[src/bid_pkg.sv]
// Constants and types shared by the instruction decoder files.
// Assumes a 12-bit instruction word and an 8-bit file register space.
package bid_pkg;

  // ****************************************
  // Timing and widths
  // ****************************************
  localparam int          PC_W       = 9;
  localparam logic [11:0] INSN_NOP   = 12'h000;

  typedef enum logic [1:0] {
    PH_Q1 = 2'b00,
    PH_Q2 = 2'b01,
    PH_Q3 = 2'b10,
    PH_Q4 = 2'b11
  } bid_phase_t;

  typedef enum logic [3:0] {
    OP_PASSA = 4'h0,
    OP_PASSW = 4'h1,
    OP_ADD   = 4'h2,
    OP_SUB   = 4'h3,
    OP_AND   = 4'h4,
    OP_OR    = 4'h5,
    OP_XOR   = 4'h6,
    OP_COM   = 4'h7,
    OP_RL    = 4'h8,
    OP_RR    = 4'h9,
    OP_DEC   = 4'ha,
    OP_INC   = 4'hb,
    OP_SWAP  = 4'hc,
    OP_CLR   = 4'hd,
    OP_BCLR  = 4'he,
    OP_BSET  = 4'hf
  } bid_op_t;

  // ****************************************
  // File addresses and control encodings
  // ****************************************
  localparam logic [4:0] FA_TIMER    = 5'h01;
  localparam logic [4:0] FA_PCL      = 5'h02;
  localparam logic [4:0] FA_PORT_B_REGISTER    = 5'h06;
  localparam logic [4:0] MISC_OPTION = 5'h02;
  localparam logic [4:0] MISC_SLEEP  = 5'h03;
  localparam logic [4:0] MISC_WDT    = 5'h04;
  localparam logic [7:0] OPTION_RST  = 8'hff;
  localparam logic [7:0] DIRECTION_LATCH_LOAD_RST    = 8'hff;
  localparam int         OPT_PSA_BIT = 3;

  // ****************************************
  // Status layout and bus registers
  // ****************************************
  localparam int          ST_C       = 0;
  localparam int          ST_DC      = 1;
  localparam int          ST_Z       = 2;
  localparam int          ST_PD      = 3;
  localparam int          ST_TO      = 4;
  localparam int          ST_SLEEP   = 5;
  localparam logic [5:0]  ST_RST     = 6'h18;
  localparam logic [3:0]  CSR_CTRL   = 4'h0;
  localparam logic [3:0]  CSR_STAT   = 4'h4;
  localparam logic [3:0]  CSR_PCIR   = 4'h8;
  localparam logic [3:0]  CSR_ACC    = 4'hc;
  localparam int          CTRL_RUN   = 0;
  localparam logic [31:0] CTRL_RST   = 32'h0000_0000;

endpackage : bid_pkg

[src/bid_alu_if.sv]
// Operand and result bundle between the decoder core and its ALU.
// Assumes both ends sit in the same clock domain.
`timescale 1ns/1ps
`default_nettype none
interface bid_alu_if;
  import bid_pkg::*;
  bid_op_t    op;
  logic [7:0] a;
  logic [7:0] w;
  logic [2:0] bsel;
  logic       cin;
  logic [7:0] res;
  logic       c;
  logic       dc;
  logic       upd_c;
  logic       upd_dc;
  logic       upd_z;
  modport core (output op, a, w, bsel, cin, input res, c, dc, upd_c, upd_dc, upd_z);
  modport alu  (input op, a, w, bsel, cin, output res, c, dc, upd_c, upd_dc, upd_z);
endinterface : bid_alu_if
`default_nettype wire

[src/bid_alu.sv]
// Combinational 8-bit ALU for the decoder core.
// Assumes the core masks flag updates for ops that must leave flags alone.
`timescale 1ns/1ps
`default_nettype none
module bid_alu (
  bid_alu_if.alu bus
);
  import bid_pkg::*;

  logic [8:0] sum;
  logic [4:0] nib;

  always_comb begin
    sum        = 9'h000;
    nib        = 5'h00;
    bus.res    = bus.a;
    bus.c      = bus.cin;
    bus.dc     = 1'b0;
    bus.upd_c  = 1'b0;
    bus.upd_dc = 1'b0;
    bus.upd_z  = 1'b1;
    case (bus.op)
      OP_ADD: begin
        sum        = {1'b0, bus.a} + {1'b0, bus.w};
        nib        = {1'b0, bus.a[3:0]} + {1'b0, bus.w[3:0]};
        bus.res    = sum[7:0];
        bus.c      = sum[8];
        bus.dc     = nib[4];
        bus.upd_c  = 1'b1;
        bus.upd_dc = 1'b1;
      end
      OP_SUB: begin
        sum        = {1'b0, bus.a} + {1'b0, ~bus.w} + 9'h001;
        nib        = {1'b0, bus.a[3:0]} + {1'b0, ~bus.w[3:0]} + 5'h01;
        bus.res    = sum[7:0];
        bus.c      = sum[8];
        bus.dc     = nib[4];
        bus.upd_c  = 1'b1;
        bus.upd_dc = 1'b1;
      end
      OP_AND:  bus.res = bus.a & bus.w;
      OP_OR:   bus.res = bus.a | bus.w;
      OP_XOR:  bus.res = bus.a ^ bus.w;
      OP_COM:  bus.res = ~bus.a;
      OP_DEC:  bus.res = bus.a - 8'h01;
      OP_INC:  bus.res = bus.a + 8'h01;
      OP_CLR:  bus.res = 8'h00;
      OP_RL: begin
        bus.res   = {bus.a[6:0], bus.cin};
        bus.c     = bus.a[7];
        bus.upd_c = 1'b1;
        bus.upd_z = 1'b0;
      end
      OP_RR: begin
        bus.res   = {bus.cin, bus.a[7:1]};
        bus.c     = bus.a[0];
        bus.upd_c = 1'b1;
        bus.upd_z = 1'b0;
      end
      OP_SWAP: begin
        bus.res   = {bus.a[3:0], bus.a[7:4]};
        bus.upd_z = 1'b0;
      end
      OP_PASSW: begin
        bus.res   = bus.w;
        bus.upd_z = 1'b0;
      end
      OP_BCLR: begin
        bus.res           = bus.a;
        bus.res[bus.bsel] = 1'b0;
        bus.upd_z         = 1'b0;
      end
      OP_BSET: begin
        bus.res           = bus.a;
        bus.res[bus.bsel] = 1'b1;
        bus.upd_z         = 1'b0;
      end
      default: bus.res = bus.a;
    endcase
  end
endmodule : bid_alu
`default_nettype wire

[src/bid_core.sv]
// Instruction decoder and execute control for a 12-bit-word accumulator core.
// Assumes program memory and file registers answer within one clock.
//
// How it works
// - Add and subtract use accumulator and register, updating carry, digit carry, zero.
// - Destination bit 0 writes accumulator, 1 writes the addressed register.
// - AND, OR, XOR with accumulator and complement update only zero.
// - Rotate left or right through carry, updating only carry.
// - Decrement/increment-and-skip store result, keep flags, skip on zero.
// - Bit tests skip next instruction on clear or set bit, flags untouched.
// - Bit clear and bit set force one register bit, flags untouched.
// - Literal AND, OR, XOR set zero; literal load keeps flags.
// - Return-with-literal loads accumulator, pops return address, takes two cycles.
// - Standby instruction enters sleep and updates time-out and power-down bits.
// - Program counter writes other than branch and return clear counter bit 8.
// - Port register operands come from pin levels, not output latches.
// - Direction load with operand 6 copies accumulator to port direction latches.
// - Timer register writes clear prescaler when prescaler belongs to timer.
// - One instruction cycle is four clocks; skips and jumps take two.
// - A taken skip replaces the fetched instruction by a no-operation.
//
// Chosen here: the address map and the Avalon-MM register port.
`timescale 1ns/1ps
`default_nettype none
module bid_core #(
  parameter logic [8:0] RESET_VEC = 9'h000
) (
  input  wire logic          clk_in,
  input  wire logic          rst_n_in,
  input  wire logic [3:0]    avs_address_in,
  input  wire logic          avs_read_in,
  input  wire logic          avs_write_in,
  input  wire logic [31:0]   avs_writedata_in,
  output logic      [31:0]   avs_readdata_out,
  output logic               avs_waitrequest_out,
  output logic      [8:0]    pmem_addr_out,
  input  wire logic [11:0]   pmem_data_in,
  output logic      [4:0]    freg_raddr_out,
  input  wire logic [7:0]    freg_rdata_in,
  output logic      [4:0]    freg_waddr_out,
  output logic      [7:0]    freg_wdata_out,
  output logic               freg_we_out,
  input  wire logic [7:0]    port_pin_in,
  output logic      [7:0]    direction_latch_load_out,
  output logic      [7:0]    option_out,
  output logic               presc_clr_out,
  output logic               wdt_clr_out,
  input  wire logic          wake_in
);
  import bid_pkg::*;

  // ****************************************
  // State
  // ****************************************
  bid_phase_t            phase_ff, nxt_phase;
  logic [PC_W-1:0]       pc_ff, nxt_pc;
  logic [PC_W-1:0]       stk0_ff, nxt_stk0;
  logic [PC_W-1:0]       stk1_ff, nxt_stk1;
  logic [11:0]           ir_ff, nxt_ir;
  logic [7:0]            acc_ff, nxt_acc;
  logic [5:0]            stat_ff, nxt_stat;
  logic [7:0]            direction_latch_load_ff, nxt_direction_latch_load;
  logic [7:0]            opt_ff, nxt_opt;
  logic [4:0]            waddr_ff, nxt_waddr;
  logic [7:0]            wdata_ff, nxt_wdata;
  logic                  we_ff, nxt_we;
  logic                  pclr_ff, nxt_pclr;
  logic                  wclr_ff, nxt_wclr;

  bid_op_t     op;
  logic        use_lit;
  logic        wr_w;
  logic        wr_f;
  logic        noflag;
  logic        skz;
  logic        btc;
  logic        bts;
  logic        is_branch_op;
  logic        is_call;
  logic        is_ret;
  logic        is_opt;
  logic        is_sleep;
  logic        is_wdt;
  logic        is_direction_latch_load;
  logic        run;
  logic        commit;
  logic        skip;
  logic        bit_val;
  logic [7:0]  opnd;
  logic [4:0]  fa;
  logic        d_bit;

  bid_alu_if alu_bus ();

  bid_alu u_alu (
    .bus (alu_bus.alu)
  );

  bid_csr u_csr (
    .clk_in              (clk_in),
    .rst_n_in            (rst_n_in),
    .avs_address_in      (avs_address_in),
    .avs_read_in         (avs_read_in),
    .avs_write_in        (avs_write_in),
    .avs_writedata_in    (avs_writedata_in),
    .avs_readdata_out    (avs_readdata_out),
    .avs_waitrequest_out (avs_waitrequest_out),
    .stat_in             (stat_ff),
    .pc_in               (pc_ff),
    .ir_in               (ir_ff),
    .acc_in              (acc_ff),
    .run_out             (run)
  );

  assign fa    = ir_ff[4:0];
  assign d_bit = ir_ff[5];

  // ****************************************
  // Decode
  // ****************************************
  always_comb begin
    op = OP_PASSA; use_lit = 1'b0; wr_w = 1'b0; wr_f = 1'b0;
    noflag = 1'b0; skz = 1'b0; btc = 1'b0; bts = 1'b0;
    is_branch_op = 1'b0; is_call = 1'b0; is_ret = 1'b0; is_opt = 1'b0;
    is_sleep = 1'b0; is_wdt = 1'b0; is_direction_latch_load = 1'b0;
    case (ir_ff[11:10])
      2'b00: begin
        wr_w = ~d_bit;
        wr_f = d_bit;
        case (ir_ff[9:6])
          4'h0: begin
            op   = OP_PASSW;
            wr_w = 1'b0;
            if (!d_bit) begin
              case (fa)
                MISC_OPTION: is_opt   = 1'b1;
                MISC_SLEEP:  is_sleep = 1'b1;
                MISC_WDT:    is_wdt   = 1'b1;
                5'h05, 5'h06, 5'h07: is_direction_latch_load = 1'b1;
                default: ;
              endcase
            end
          end
          4'h1: op = OP_CLR;
          4'h2: op = OP_SUB;
          4'h3: op = OP_DEC;
          4'h4: op = OP_OR;
          4'h5: op = OP_AND;
          4'h6: op = OP_XOR;
          4'h7: op = OP_ADD;
          4'h8: op = OP_PASSA;
          4'h9: op = OP_COM;
          4'ha: op = OP_INC;
          4'hb: begin
            op = OP_DEC; noflag = 1'b1; skz = 1'b1;
          end
          4'hc: op = OP_RR;
          4'hd: op = OP_RL;
          4'he: op = OP_SWAP;
          4'hf: begin
            op = OP_INC; noflag = 1'b1; skz = 1'b1;
          end
          default: ;
        endcase
      end
      2'b01: begin
        // bit ops, bit force; neither touches a flag
        noflag = 1'b1;
        wr_f   = ~ir_ff[9];
        case (ir_ff[9:8])
          2'b00: op = OP_BCLR;
          2'b01: op = OP_BSET;
          2'b10: btc = 1'b1;
          default: bts = 1'b1;
        endcase
      end
      2'b10: begin
        use_lit = 1'b1;
        noflag  = 1'b1;
        is_branch_op = ir_ff[9];
        is_call = ~ir_ff[9] & ir_ff[8];
        is_ret  = ~ir_ff[9] & ~ir_ff[8];
        wr_w    = ~ir_ff[9] & ~ir_ff[8];
      end
      default: begin
        use_lit = 1'b1;
        wr_w    = 1'b1;
        case (ir_ff[9:8])
          2'b00: noflag = 1'b1;
          2'b01: op = OP_OR;
          2'b10: op = OP_AND;
          default: op = OP_XOR;
        endcase
      end
    endcase
  end

  // ****************************************
  // Operands and skip
  // ****************************************
  // pin levels for port
  assign opnd = use_lit ? ir_ff[7:0] : (fa == FA_PCL) ? pc_ff[7:0] :
                (fa == FA_PORT_B_REGISTER) ? port_pin_in : freg_rdata_in;

  assign alu_bus.op   = op;
  assign alu_bus.a    = opnd;
  assign alu_bus.w    = acc_ff;
  assign alu_bus.bsel = ir_ff[7:5];
  assign alu_bus.cin  = stat_ff[ST_C];
  assign bit_val      = opnd[ir_ff[7:5]];
  assign skip   = (skz & (alu_bus.res == 8'h00)) | (btc & ~bit_val) | (bts & bit_val);
  assign commit = (phase_ff == PH_Q4) & run & ~stat_ff[ST_SLEEP];

  assign pmem_addr_out  = pc_ff;
  assign freg_raddr_out = fa;
  assign freg_waddr_out = waddr_ff;
  assign freg_wdata_out = wdata_ff;
  assign freg_we_out    = we_ff;
  assign direction_latch_load_out       = direction_latch_load_ff;
  assign option_out     = opt_ff;
  assign presc_clr_out  = pclr_ff;
  assign wdt_clr_out    = wclr_ff;

  // ****************************************
  // Execute
  // ****************************************
  always_comb begin
    nxt_phase = (phase_ff == PH_Q4) ? PH_Q1 : bid_phase_t'(phase_ff + 2'b01);
    nxt_pc = pc_ff; nxt_stk0 = stk0_ff; nxt_stk1 = stk1_ff; nxt_ir = ir_ff;
    nxt_acc = acc_ff; nxt_stat = stat_ff; nxt_direction_latch_load = direction_latch_load_ff; nxt_opt = opt_ff;
    nxt_waddr = waddr_ff; nxt_wdata = wdata_ff;
    nxt_we = 1'b0; nxt_pclr = 1'b0; nxt_wclr = 1'b0;
    if (stat_ff[ST_SLEEP] && wake_in) nxt_stat[ST_SLEEP] = 1'b0;
    if (commit) begin
      nxt_ir = pmem_data_in;
      nxt_pc = pc_ff + 9'h001;
      if (wr_w) nxt_acc = alu_bus.res;
      if (!noflag) begin
        if (alu_bus.upd_c)  nxt_stat[ST_C]  = alu_bus.c;
        if (alu_bus.upd_dc) nxt_stat[ST_DC] = alu_bus.dc;
        if (alu_bus.upd_z)  nxt_stat[ST_Z]  = (alu_bus.res == 8'h00);
      end
      if (wr_f) begin
        nxt_we    = 1'b1;
        nxt_waddr = fa;
        nxt_wdata = alu_bus.res;
        nxt_pclr  = (fa == FA_TIMER) & ~opt_ff[OPT_PSA_BIT];
      end
      if (skip) nxt_ir = INSN_NOP;
      if (is_branch_op) begin
        nxt_pc = ir_ff[8:0];
        nxt_ir = INSN_NOP;
      end
      if (is_call) begin
        nxt_stk1 = stk0_ff;
        nxt_stk0 = pc_ff;
        nxt_pc   = {1'b0, ir_ff[7:0]};
        nxt_ir   = INSN_NOP;
      end
      if (is_ret) begin
        nxt_pc   = stk0_ff;
        nxt_stk0 = stk1_ff;
        nxt_ir   = INSN_NOP;
      end
      if (wr_f && fa == FA_PCL) begin
        nxt_pc = {1'b0, alu_bus.res};
        nxt_ir = INSN_NOP;
      end
      if (is_sleep) begin
        nxt_stat[ST_SLEEP] = 1'b1;
        nxt_stat[ST_TO]    = 1'b1;
        nxt_stat[ST_PD]    = 1'b0;
      end
      if (is_wdt) begin
        nxt_stat[ST_TO] = 1'b1;
        nxt_stat[ST_PD] = 1'b1;
        nxt_wclr        = 1'b1;
      end
      if (is_opt) nxt_opt = acc_ff;
      if (is_direction_latch_load && fa == FA_PORT_B_REGISTER) nxt_direction_latch_load = acc_ff;
    end
  end

  always_ff @(posedge clk_in or negedge rst_n_in) begin
    if (!rst_n_in) begin
      phase_ff <= PH_Q1;
      pc_ff    <= RESET_VEC;
      stk0_ff  <= 9'h000;
      stk1_ff  <= 9'h000;
      ir_ff    <= INSN_NOP;
      acc_ff   <= 8'h00;
      stat_ff  <= ST_RST;
      direction_latch_load_ff  <= DIRECTION_LATCH_LOAD_RST;
      opt_ff   <= OPTION_RST;
      waddr_ff <= 5'h00;
      wdata_ff <= 8'h00;
      we_ff    <= 1'b0;
      pclr_ff  <= 1'b0;
      wclr_ff  <= 1'b0;
    end else begin
      phase_ff <= nxt_phase;
      pc_ff    <= nxt_pc;
      stk0_ff  <= nxt_stk0;
      stk1_ff  <= nxt_stk1;
      ir_ff    <= nxt_ir;
      acc_ff   <= nxt_acc;
      stat_ff  <= nxt_stat;
      direction_latch_load_ff  <= nxt_direction_latch_load;
      opt_ff   <= nxt_opt;
      waddr_ff <= nxt_waddr;
      wdata_ff <= nxt_wdata;
      we_ff    <= nxt_we;
      pclr_ff  <= nxt_pclr;
      wclr_ff  <= nxt_wclr;
    end
  end
endmodule : bid_core
`default_nettype wire

[src/bid_csr.sv]
// Avalon-MM slave with control and status words for the decoder core.
// Assumes a well-behaved master that holds its request under waitrequest.
`timescale 1ns/1ps
`default_nettype none
module bid_csr (
  input  wire logic           clk_in,
  input  wire logic           rst_n_in,
  input  wire logic [3:0]     avs_address_in,
  input  wire logic           avs_read_in,
  input  wire logic           avs_write_in,
  input  wire logic [31:0]    avs_writedata_in,
  output logic      [31:0]    avs_readdata_out,
  output logic                avs_waitrequest_out,
  input  wire logic [5:0]     stat_in,
  input  wire logic [8:0]     pc_in,
  input  wire logic [11:0]    ir_in,
  input  wire logic [7:0]     acc_in,
  output logic                run_out
);
  import bid_pkg::*;

  logic [31:0] ctrl_ff, nxt_ctrl;
  logic [31:0] rdata_ff, nxt_rdata;
  logic        ack_ff, nxt_ack;
  logic        req;

  assign req                 = avs_read_in | avs_write_in;
  assign avs_waitrequest_out = req & ~ack_ff;
  assign avs_readdata_out    = rdata_ff;
  assign run_out             = ctrl_ff[CTRL_RUN];

  always_comb begin
    nxt_ack   = req & ~ack_ff;
    nxt_ctrl  = ctrl_ff;
    nxt_rdata = rdata_ff;
    if (avs_write_in && ack_ff && avs_address_in == CSR_CTRL) begin
      nxt_ctrl = {31'h0000_0000, avs_writedata_in[CTRL_RUN]};
    end
    if (avs_read_in && !ack_ff) begin
      case (avs_address_in)
        CSR_CTRL: nxt_rdata = ctrl_ff;
        CSR_STAT: nxt_rdata = {26'h000_0000, stat_in};
        CSR_PCIR: nxt_rdata = {4'h0, ir_in, 7'h00, pc_in};
        CSR_ACC:  nxt_rdata = {24'h00_0000, acc_in};
        default:  nxt_rdata = 32'h0000_0000;
      endcase
    end
  end

  always_ff @(posedge clk_in or negedge rst_n_in) begin
    if (!rst_n_in) begin
      ctrl_ff  <= CTRL_RST;
      rdata_ff <= 32'h0000_0000;
      ack_ff   <= 1'b0;
    end else begin
      ctrl_ff  <= nxt_ctrl;
      rdata_ff <= nxt_rdata;
      ack_ff   <= nxt_ack;
    end
  end
endmodule : bid_csr
`default_nettype wire

[config.mk]
export PLATFORM = sky130hd
export DESIGN_NAME = bid_core
export DESIGN_NICKNAME = d
export VERILOG_FILES = /design/src/bid_pkg.sv /design/src/bid_alu_if.sv /design/src/bid_alu.sv /design/src/bid_core.sv /design/src/bid_csr.sv
export SDC_FILE = /design/constraint.sdc
export NUM_CORES = 1
export LEC_CHECK = 0
export ABC_AREA = 1
export BUFFER_PORTS_ARGS = -buffer_cell sky130_fd_sc_hd__buf_4
export CAP_MARGIN = 20
export CORE_UTILIZATION = 50
export DETAILED_ROUTE_END_ITERATION = 10
export PLACE_DENSITY = 0.73
export SYNTH_ARGS = -nofsm -noshare
export SYNTH_HDL_FRONTEND = slang
export SYNTH_HIERARCHICAL = 1
export SYNTH_SLANG_ARGS = --single-unit
[constraint.sdc]
create_clock -name clk_in -period 5 [get_ports clk_in]
set_clock_uncertainty 0.15 [all_clocks]
set_input_delay 0.5 -clock clk_in [delete_from_list [all_inputs] [get_ports clk_in]]
set_output_delay 0.5 -clock clk_in [all_outputs]
set_load 0.01 [all_outputs]
* Word-level counts from Yosys, hierarchy flattened
Cells that the tools add are included.
Word-level totals: latch bits 0, input bits 69, output and inout port bits 79, bits in read-only memories 0, memories 0, memory bits (writable) 0, register bits 121
Operators by class: $lt $le $gt $ge 2, shift operators 0, mux-type cells 73, div/mod/pow operators 0, reductions and logical operators 36, multiply operators 0, $add $sub $neg 10, equality and inequality tests 45, bitwise operators 30
Operators by type and width (number):
- one-hot mux 8 bit (15 select lines) | 1
- one-hot mux 28 bit (4 select lines) | 1
- equality test 4 bit, second input constant | 18
- two-way mux 12 bit | 5
- one-hot mux 4 bit (14 select lines) | 1
- two-way mux 9 bit | 6
- two-way mux 1 bit | 41
- equality test 4 x 3 -> 1 bit, second input constant | 9
- two-way mux 8 bit | 3
- NOT 8 bit | 3
- equality test 5 x 3 -> 1 bit, second input constant | 4
- adder 8 x 8 -> 9 bit | 2
- adder 9 x 1 -> 9 bit, second input constant | 2
- AND 8 bit | 2
- equality test 4 x 2 -> 1 bit, second input constant | 4
- OR 8 bit | 2
- AND reduction 2 bit | 7
- one-hot mux 4 bit (3 select lines) | 1
- OR reduction 2 bit | 6
- adder 4 x 4 -> 5 bit | 2
- equality test 5 x 2 -> 1 bit, second input constant | 2
- AND 1 bit | 9
- NOT 1 bit | 9
- one-hot mux 3 bit (3 select lines) | 1
- 34 further kinds | 55

* Longest topological paths before layout
Gate-level depths: netlist of the first run.
depth after elaboration 16, mapped depth 27, mapped depth without buffers 26

* Cells and area by module
Netlist of the first run, hierarchy kept.
Modules (own cells, without submodules):
- bid_core | cells an instance 581, area each 4670.7 µm², sequential area each 2199.6 µm², times used 1
- bid_alu | cells an instance 420, area each 2125.8 µm², sequential area each 0.0 µm², times used 1
- bid_csr | cells an instance 158, area each 1262.5 µm², sequential area each 575.6 µm², times used 1

* Worst setup path after synthesis of the first run
OpenSTA, ideal clock, no wires.
path kind reg2reg, from register ir_ff[10], to register ir_ff[10], period minus slack after synthesis 3.815 ns, setup time 0.118 ns, arrival 3.547 ns, cell stages (with the launch flop) 23, required time 4.732 ns, setup slack 1.185 ns, cell sequence dfrtp_1 > ha_1 > inv_1 > nand2_1 > o21ai_0 > nand2_4 > clkinv_2 > nand2_1 > ha_1 > or2_2 > nand3b_1 > nand3_1 > nand3_1 > nand2_1 > nor2_1 > nand3_1 > inv_1 > nand4_1 > nor2_1 > nand2_1 > buf_2 > nand4_1 > nand2_1
Between the ends: elaborated cells between the ends (all ways) 55, classes of those cells add/sub (5); eq/ne (17); mux (17); bitwise (12); reduce/logical (4)
RTL lines:
- start: declaration | line bid_core.sv:59 | logic [11:0] ir_ff, nxt_ir;
- start signal: assignment | line bid_core.sv:305 | ir_ff <= nxt_ir;
- equality test 2 bit (tied with other cells) | line bid_core.sv:126 | case (ir_ff[11:10])
- one-hot mux 4 bit (3 select lines) * | line bid_core.sv:126
- via alu_bus.op[1] | line bid_alu_if.sv:7 | bid_op_t op;
- equality test 4 bit (tied with other cells) | line bid_alu.sv:22 | case (bus.op)
- one-hot mux 8 bit (15 select lines) * | line bid_alu.sv:22
- via alu_bus.res[5] | line bid_alu_if.sv:12 | logic [7:0] res;
- logical NOT 8 bit * | line bid_core.sv:211 | assign skip = (skz & (alu_bus.res == 8'h00)) | (btc & ~bit_val) | (bts & bit_val);
- AND 1 bit * | line bid_core.sv:211
- OR 1 bit * (2 in a row) | line bid_core.sv:211
- two-way mux 12 bit * | line bid_core.sv:249 | if (skip) nxt_ir = INSN_NOP;
- two-way mux 12 bit * | line bid_core.sv:250 | if (is_branch_op) begin
- two-way mux 12 bit * | line bid_core.sv:254 | if (is_call) begin
- two-way mux 12 bit * | line bid_core.sv:260 | if (is_ret) begin
- two-way mux 12 bit * | line bid_core.sv:265 | if (wr_f && fa == FA_PCL) begin
The timed path passes the listed nets; every way through them passes the cells marked *. The select of a mux whose other input is x is not followed. A chain may end at the register's enable or synchronous reset.

* Final worst setup path of the first run
from register ir_ff[10], to register ir_ff[11]
Between the ends: word-level cells in the longest chain between the ends 15, elaborated cells between the ends (all ways) 55, classes of those cells add/sub (5); eq/ne (17); mux (17); bitwise (12); reduce/logical (4)
RTL lines:
- equality test 2 x 1 -> 1 bit or logical NOT 2 bit (tied branches) | line bid_core.sv:126
- OR reduction 2 bit (no source line) *
- two-way mux 8 bit * | line bid_core.sv:202 | assign opnd = use_lit ? ir_ff[7:0] : (fa == FA_PCL) ? pc_ff[7:0] :
- via alu_bus.a[2] | line bid_alu_if.sv:8 | logic [7:0] a;
- adder 8 x 8 -> 9 bit | line bid_alu.sv:33 | sum = {1'b0, bus.a} + {1'b0, ~bus.w} + 9'h001;
- adder 9 x 1 -> 9 bit | line bid_alu.sv:33
- one-hot mux 8 bit (15 select lines) * | line bid_alu.sv:22
- via alu_bus.res[6] | line bid_alu_if.sv:12
- logical NOT 8 bit * | line bid_core.sv:211
- AND 1 bit * | line bid_core.sv:211
- OR 1 bit * (2 in a row) | line bid_core.sv:211
- two-way mux 12 bit * | line bid_core.sv:249
- two-way mux 12 bit * | line bid_core.sv:250
- two-way mux 12 bit * | line bid_core.sv:254
- two-way mux 12 bit * | line bid_core.sv:260
- two-way mux 12 bit * | line bid_core.sv:265
Marks and branches as above.

==> impl_metrics.csv, run 1 <==
group,metric,value,unit
run_status,outcome,"finished clean",
detailed_routing,finalWirelength,25500,um
global_routing,grt_pass1_wl,39100,um
placed_design,place_area,0.00901,sq mm
yosys,ys_dominant_reg_cell,"dfrtp_1",
global_routing,first_global_vias,7145,
placed_design,io_buffer_count,105,
yosys,synth_edf_count,0,
timing,finalSetupViolCount,0,
pwr,powerDensity,745,mW/mm^2
die,pin_count,148,
detailed_routing,viasPerCell,5.49,
yosys,ys_seq_area_share,34.4,%
detailed_routing,dr.pass1.iters,5,
pwr,power_leakage,4.84,nW
die,die_h,129,um
cts,cts-root-buf,"clkbuf_16",
cts,h-tree-depth,3,
placed_design,place.gp.congestion,0.996,
die,std_cell_rows,46,
pwr,p_switching,3.96,mW
die,start_util,50.9,%
timing,tightest_slew,1.03,ns
pwr,p_comb_share,69.3,%
pwr,power.share.sequential,20.2,%
setup_path,required,5.10,ns
setup_path,critPathCaptureType,"flip-flop",
timing,fmax,217,MHz
cts,clock_sinks,110,
yosys,yosysTopAreaCell,"dfrtp_1",
cts,cts_setup_buffers,0,
finish,syn2layout_area_growth,15.7,%
yosys,synth.most_common_cell,"nand2_1",
yosys,synth_cells,1159,
finish,layout-drive-gt1-share,17.8,%
pwr,intPower,2.99,mW
timing,finalCriticalPeriod,4.60,ns
global_routing,gr-total-overflow,0,
timing,rsz0062_at_grt,"no",
yosys,synth_area_leaders,"dfrtp_1 29%, nand2_1 15%, inv_1 7.8%",
setup_path,worst-path-max-fanout,12,
yosys,synth.distinct_cells,51,
cts,cts_resized,0,
detailed_routing,vias,8109,
detailed_routing,wl_met2,11900,um
pwr,vdd_drop_max,0.358,mV
global_routing,antenna_found_initial,0,
finish,finish.instance_area,0.00933,sq mm
global_routing,grt_usage,31.3,%
finish,diodes,0,
cts,numCtsBuffers,9,
cts,clockBufferDepth,2,
setup_path,critPathKind,"reg -> reg",
yosys,synth_commonest_cells,"320 x nand2_1, 167 x inv_1, 94 x nand3_1, 92 x dfrtp_1, 86 x nor2_1",
timing,finalSetupTns,0,ns
setup_path,crit_arrival,4.71,ns
die,design.die.area,0.0166,sq mm
detailed_routing,initialDrtViolationCount,758,
detailed_routing,wl_met3,1900,um
yosys,synth_area_per_cell,6.95,sq um
die,coreArea,0.0158,sq mm
yosys,async_flop_share,100,%
cts,clk_latency,0.36,ns
finish,final_nets,1357,
detailed_routing,drt-met1-wl,11200,um
timing,max-slew-margin-rel,31.0,%
pwr,clkPwrFrac,10.5,%
yosys,syn_area,0.00806,sq mm
detailed_routing,routedWlPerCell,17.3,um
die,chipWidth,129,um
timing,period_share,92.1,%
timing,finalMaxSlewViolations,0,
cts,cts_tree,"built",
cts,cts_hold_buf,0,
global_routing,grt_max_degree,74,
detailed_routing,highest_layer,"met4",
flow_run,maxCapViolCount,0,
cts,clk_pin_slew,0.08,ns
detailed_routing,ant_nets,0,
pwr,switching_share,57.0,%
pwr,totalPowerFinal,6.95,mW
yosys,ys_seq_elements,110,
yosys,synth_top_area_share,28.6,%
placed_design,post-dp-hpwl,19700,um
timing,finalHoldViolCount,0,
finish,final_util,58.9,%
setup_path,start_kind,"flip-flop",
yosys,yosys_warnings,6,
detailed_routing,drc_errors,0,
hold_path,min_path_type,"in -> async",
==> cell families after synthesis <==
| logic type | after synthesis | share of synthesized area, % |
|---|---|---|
| buffers and inverters | 228 | 12.1 |
| adders and majority gates | 31 | 5.09 |
| xor gates and xnor gates | 5 | 0.543 |
| and+or+nand+nor | 587 | 33.2 |
| muxes | 2 | 0.279 |
| DFF | 110 | 34.4 |
| other | 1 | 0.0465 |
| AOI/OAI and AO/OA | 195 | 14.3 |
==> worst max-delay path, stage by stage (launching register included) <==
cell and delay [ns]:
dfrtp_1 0.43, inv_1 0.09, ha_1 0.30, nor2_2 0.37, buf_4 0.22, a21oi_1 0.05, nand2_1 0.10, nand2_1 0.21
ha_1 0.48, inv_1 0.13, nand2_1 0.08, nand2_1 0.10, nand3_1 0.11, nand2_1 0.07, nand2_1 0.06, nand3_1 0.07
nand2_1 0.06, nor2_1 0.13, nand3_1 0.23, inv_1 0.18, nand4_1 0.13, nor2_1 0.25, nand2_2 0.22, nand4_1 0.19
nand2_1 0.06
==> area by class of cell <==
cell class / instances / area, sq um
clock inverter: 6 / 56.3
inverter: 180 / 677
fill: 1547 / 6500
sequential: 110 / 2780
timing repair buffer: 125 / 938
multi-input combinational: 831 / 4360
clock buffer: 10 / 250
tap: 216 / 270
==> path summary, 6_finish.rpt <==
check / startpoint / endpoint / slack [ns] / cells after the start
worst max-delay path: ir_ff[10] / ir_ff[11] / 0.40 / 24
worst min-delay path: rst_n_in / u_csr/avs_readdata_out[8] / 0.11 / 1
worst max register to register: ir_ff[10] / ir_ff[11] / 0.40 / 24
worst min register to register: phase_ff[0] / phase_ff[0] / 0.29 / 1
max in group asynchronous: rst_n_in / stat_ff[3] / 3.53 / 2
min in group clk_in: wake_in / stat_ff[5] / 0.18 / 2
==> sequential cells by signal, indices dropped and copies added (netlist names), 6 cells and up <==
register and cells:
ir_ff 12, option_out 8, freg_wdata_out 8, stk1_ff 9
stk0_ff 9, stat_ff 6, direction_latch_load_out 8, pmem_addr_out 9
acc_ff 8, u_csr/avs_readdata_out 21
==> routing by layer <==
metal	track usage [%]	vias to the layer above
li1	-	3950
met1	43.2	3767
met2	50.6	357
met3	5.41	35
met4	8.72	0
met5	0	-
==> stage by stage <==
stage | std cells | setup slack (ns) | hold WS (ns)
6_report | 1478 | 0.396 | 0.114
4_1_cts | 1478 | 0.218 | 0.152
3_3_place_gp | 1462 | 0.252 | 0.267
3_5_place_dp | 1462 | 0.228 | 0.280
2_1_floorplan | 1169 | 1.18 | 0.0544
5_1_grt | 1478 | 0.119 | 0.179
==> power by group through the flow <==
stage | clock [mW] | combinational, mW | sequential, mW
2_1_floorplan | 0 | 3.21 | 1.31
3_3_place_gp | 0 | 4.65 | 1.41
3_5_place_dp | 0 | 4.67 | 1.41
4_1_cts | 0.740 | 4.70 | 1.40
5_1_grt | 0.774 | 5.28 | 1.42
6_report | 0.732 | 4.82 | 1.40
==> cell usage in the layout, fill, tap and decap left out, types with 3 or more instances in the layout <==
master     count
nand3b_1       6
o21ai_2       12
nor2_1        86
o21ai_0       79
xor2_1         4
inv_6          4
nand4_1       32
a31oi_1        6
dfrtp_1       92
inv_1        167
ha_1          28
o211ai_1       5
nand3_2        3
clkbuf_16     10
fa_1           3
nand2_4        4
conb_1        11
a21oi_1       33
nor2_4         8
nand2_2        7
nand3_1       94
buf_4        125
inv_2         11
dfstp_2       18
a211oi_1       3
o21ai_1       10
o2111ai_1      4
nor2_2         9
nand3_4        3
nor3_1        11
o22ai_1       32
nand2_1      318
(Power assumes the default switching activity.)
==> inputs of run 2 (changes only) <==
- CORE_UTILIZATION: 50 -> 42
- GPL_TIMING_DRIVEN: unset -> 0
- PLACE_DENSITY: 0.73 -> unset
==> run 2 against run 1 <==
Against the previous run: maximum frequency decreased by 2.1%; combinational power decreased by 1%; setup slack lost 0.10 ns; design area up 2.5%; critical path depth stayed put; clock-buffer cell count decreased by 1; first-iteration DRC count down 2.5%; via count hardly changed; core utilization down 8.0 points; wire length grew 5.7%; sequential share of layout area decreased by 0.71 points.
==> impl_metrics.csv, run 2 (synthesis results as in run 1) <==
group,metric,value,unit
detailed_routing,finalWirelength,27000,um
timing,fmax,213,MHz
setup_path,crit_buf_inv,6,
timing,max-slew-margin-rel,56.3,%
detailed_routing,initialDrtViolationCount,739,
finish,largest_reg_flops,21,
detailed_routing,dr.pass1.iters,5,
timing,period_share,94.1,%
cts,numCtsBuffers,9,
global_routing,grt_usage,27.9,%
setup_path,critPathKind,"reg -> reg",
global_routing,grt_pass1_wl,42000,um
setup_path,crit_chain,"inv_1, ha_1, nor2_2, clkbuf_4, nand2_1, nand2_2, inv_1, ha_1, fa_1, inv_1, nand3_1, nand3_1, nand2_1, nand3_1, nand2_1, nor2_1, nand3_1, inv_1, nand4_1, nor2_2, nand2_1, buf_2, nand4_1, nand2_1",
placed_design,dp_slack,0.0182,ns
timing,finalHoldViolCount,0,
setup_path,max_stage_delay,0.47,ns
setup_path,worst-path-max-fanout,10,
cts,cts-root-buf,"clkbuf_16",
die,die_h,141,um
timing,finalSetupViolCount,0,
die,start_util,42.9,%
timing,finalCriticalPeriod,4.70,ns
die,coreArea,0.0188,sq mm
setup_path,r2r_cells,24,
finish,finish.instance_area,0.00955,sq mm
setup_path,cpMostUsedCell,"nand2_1",
finish,diodes,0,
timing,worst_slack,0.296,ns
pwr,power_leakage,4.94,nW
detailed_routing,viasPerCell,5.32,
detailed_routing,ant_nets,0,
finish,layout-drive-gt1-share,19.3,%
cts,clockBufferDepth,2,
pwr,vdd_drop_max,0.339,mV
timing,finalMaxSlewViolations,0,
finish,syn2layout_area_growth,18.6,%
finish,final_common_cell,"nand2_1",
setup_path,reg2reg_to,"ir_ff[8]",
setup_path,critPathCaptureType,"flip-flop",
flow_run,maxCapViolCount,0,
cts,clk_pin_slew,0.08,ns
timing,tightest_slew,0.655,ns
die,design.die.area,0.0197,sq mm
setup_path,r2r_start,"ir_ff[10]",
placed_design,place.gp.congestion,1.00,
run_status,outcome,"finished clean",
cts,cts_tree,"built",
detailed_routing,vias,8114,
hold_path,min_path_type,"in -> async",
die,chipWidth,141,um
setup_path,critical_path.top_delay_family,"simple AND/OR/NAND/NOR gates",
detailed_routing,routedWlPerCell,17.7,um
detailed_routing,drc_errors,0,
die,pin_count,148,
global_routing,first_global_vias,7449,
finish,fill_cells,1964,
placed_design,post-dp-hpwl,21000,um
setup_path,slowest_stage,"dfrtp_1",
placed_design,io_buffer_count,105,
global_routing,gr-total-overflow,0,
setup_path,reg2reg_setup_slack,0.30,ns
cts,clock_sinks,110,
die,std_cell_rows,50,
cts,h-tree-depth,3,
timing,finalSetupTns,0,ns
placed_design,place_area,0.00921,sq mm
global_routing,grt_max_degree,61,
pwr,powerDensity,727,mW/mm^2
setup_path,crit_arrival,4.80,ns
finish,final_nets,1385,
cts,clk_latency,0.36,ns
global_routing,antenna_found_initial,0,
finish,layout_common_cells,"316 x nand2_1, 167 x inv_1, 121 x buf_4",
timing,rsz0062_at_grt,"no",
setup_path,required,5.10,ns
setup_path,start_kind,"flip-flop",
## run 2: cell types whose count changed in the layout (fill, tap and decap cells not counted), sizes merged
| cell | previous run | this run |
|---|---|---|
| clkbuf | 10 | 20 |
| clkinvlp | 0 | 1 |
| buf | 125 | 142 |
| bufinv | 0 | 1 |
| clkinv | 4 | 5 |
| inv | 182 | 180 |
## run 2: per-layer routing
layer  vias to the layer above  track usage, %  routed length [um]
met5                         -               0                   0
met4                         0            9.32                 697
met3                        41            4.31                1750
met2                       299            45.1               12400
met1                      3771            38.0               12100
li1                       4003               -                   -
## run 2: layout make-up
class | instances | area [sq um] | share of cell area [%]
sequential | 110 | 2780 | 29.0
timing repair buffer | 106 | 816 | 8.54
tap | 234 | 293 | 3.06
buffer | 47 | 297 | 3.10
clock buffer | 9 | 225 | 2.36
multi-input combinational | 831 | 4380 | 45.8
clock inverter | 7 | 91.3 | 0.956
inverter | 180 | 677 | 7.08
## run 2: metrics by stage
stage                     instances  power, mW  utilization, %  hold WS, ns
final                          1524       6.95            50.9      0.00561
after global routing           1524       7.54            50.9       0.0556
after CTS                      1525       6.85            50.7       0.0226
after detailed placement       1509       6.06            49.0        0.267
after global placement         1508       6.05            48.9        0.265
after floorplan                1169       4.52               -       0.0544
## run 2: timing repair
item                                    CTS  global route
endpoints found under the setup margin    1            12
gates resized for setup                   1            10
setup buffers                             0             0
hold buffers                              0             0
endpoints found under the hold margin     0             0
pin swaps                                 0             0
## run 2: worst max-delay path by stage
stage                         start        end  slack (ns)  cells after the start
final                     ir_ff[10]   ir_ff[8]        0.30                     24
after global placement    ir_ff[10]   ir_ff[8]       0.001                     22
after CTS                  ir_ff[7]   ir_ff[8]        0.13                     25
after floorplan           ir_ff[10]  ir_ff[10]        1.18                     22
after global routing      ir_ff[10]   ir_ff[8]        0.03                     24
after detailed placement  ir_ff[10]   ir_ff[8]        0.02                     22
## run 2: power by group
group / switching [mW] / internal [mW] / total (mW)
Clock: 0.364 / 0.401 / 0.765
Combinational: 3.27 / 1.49 / 4.76
Sequential: 0.350 / 1.07 / 1.43
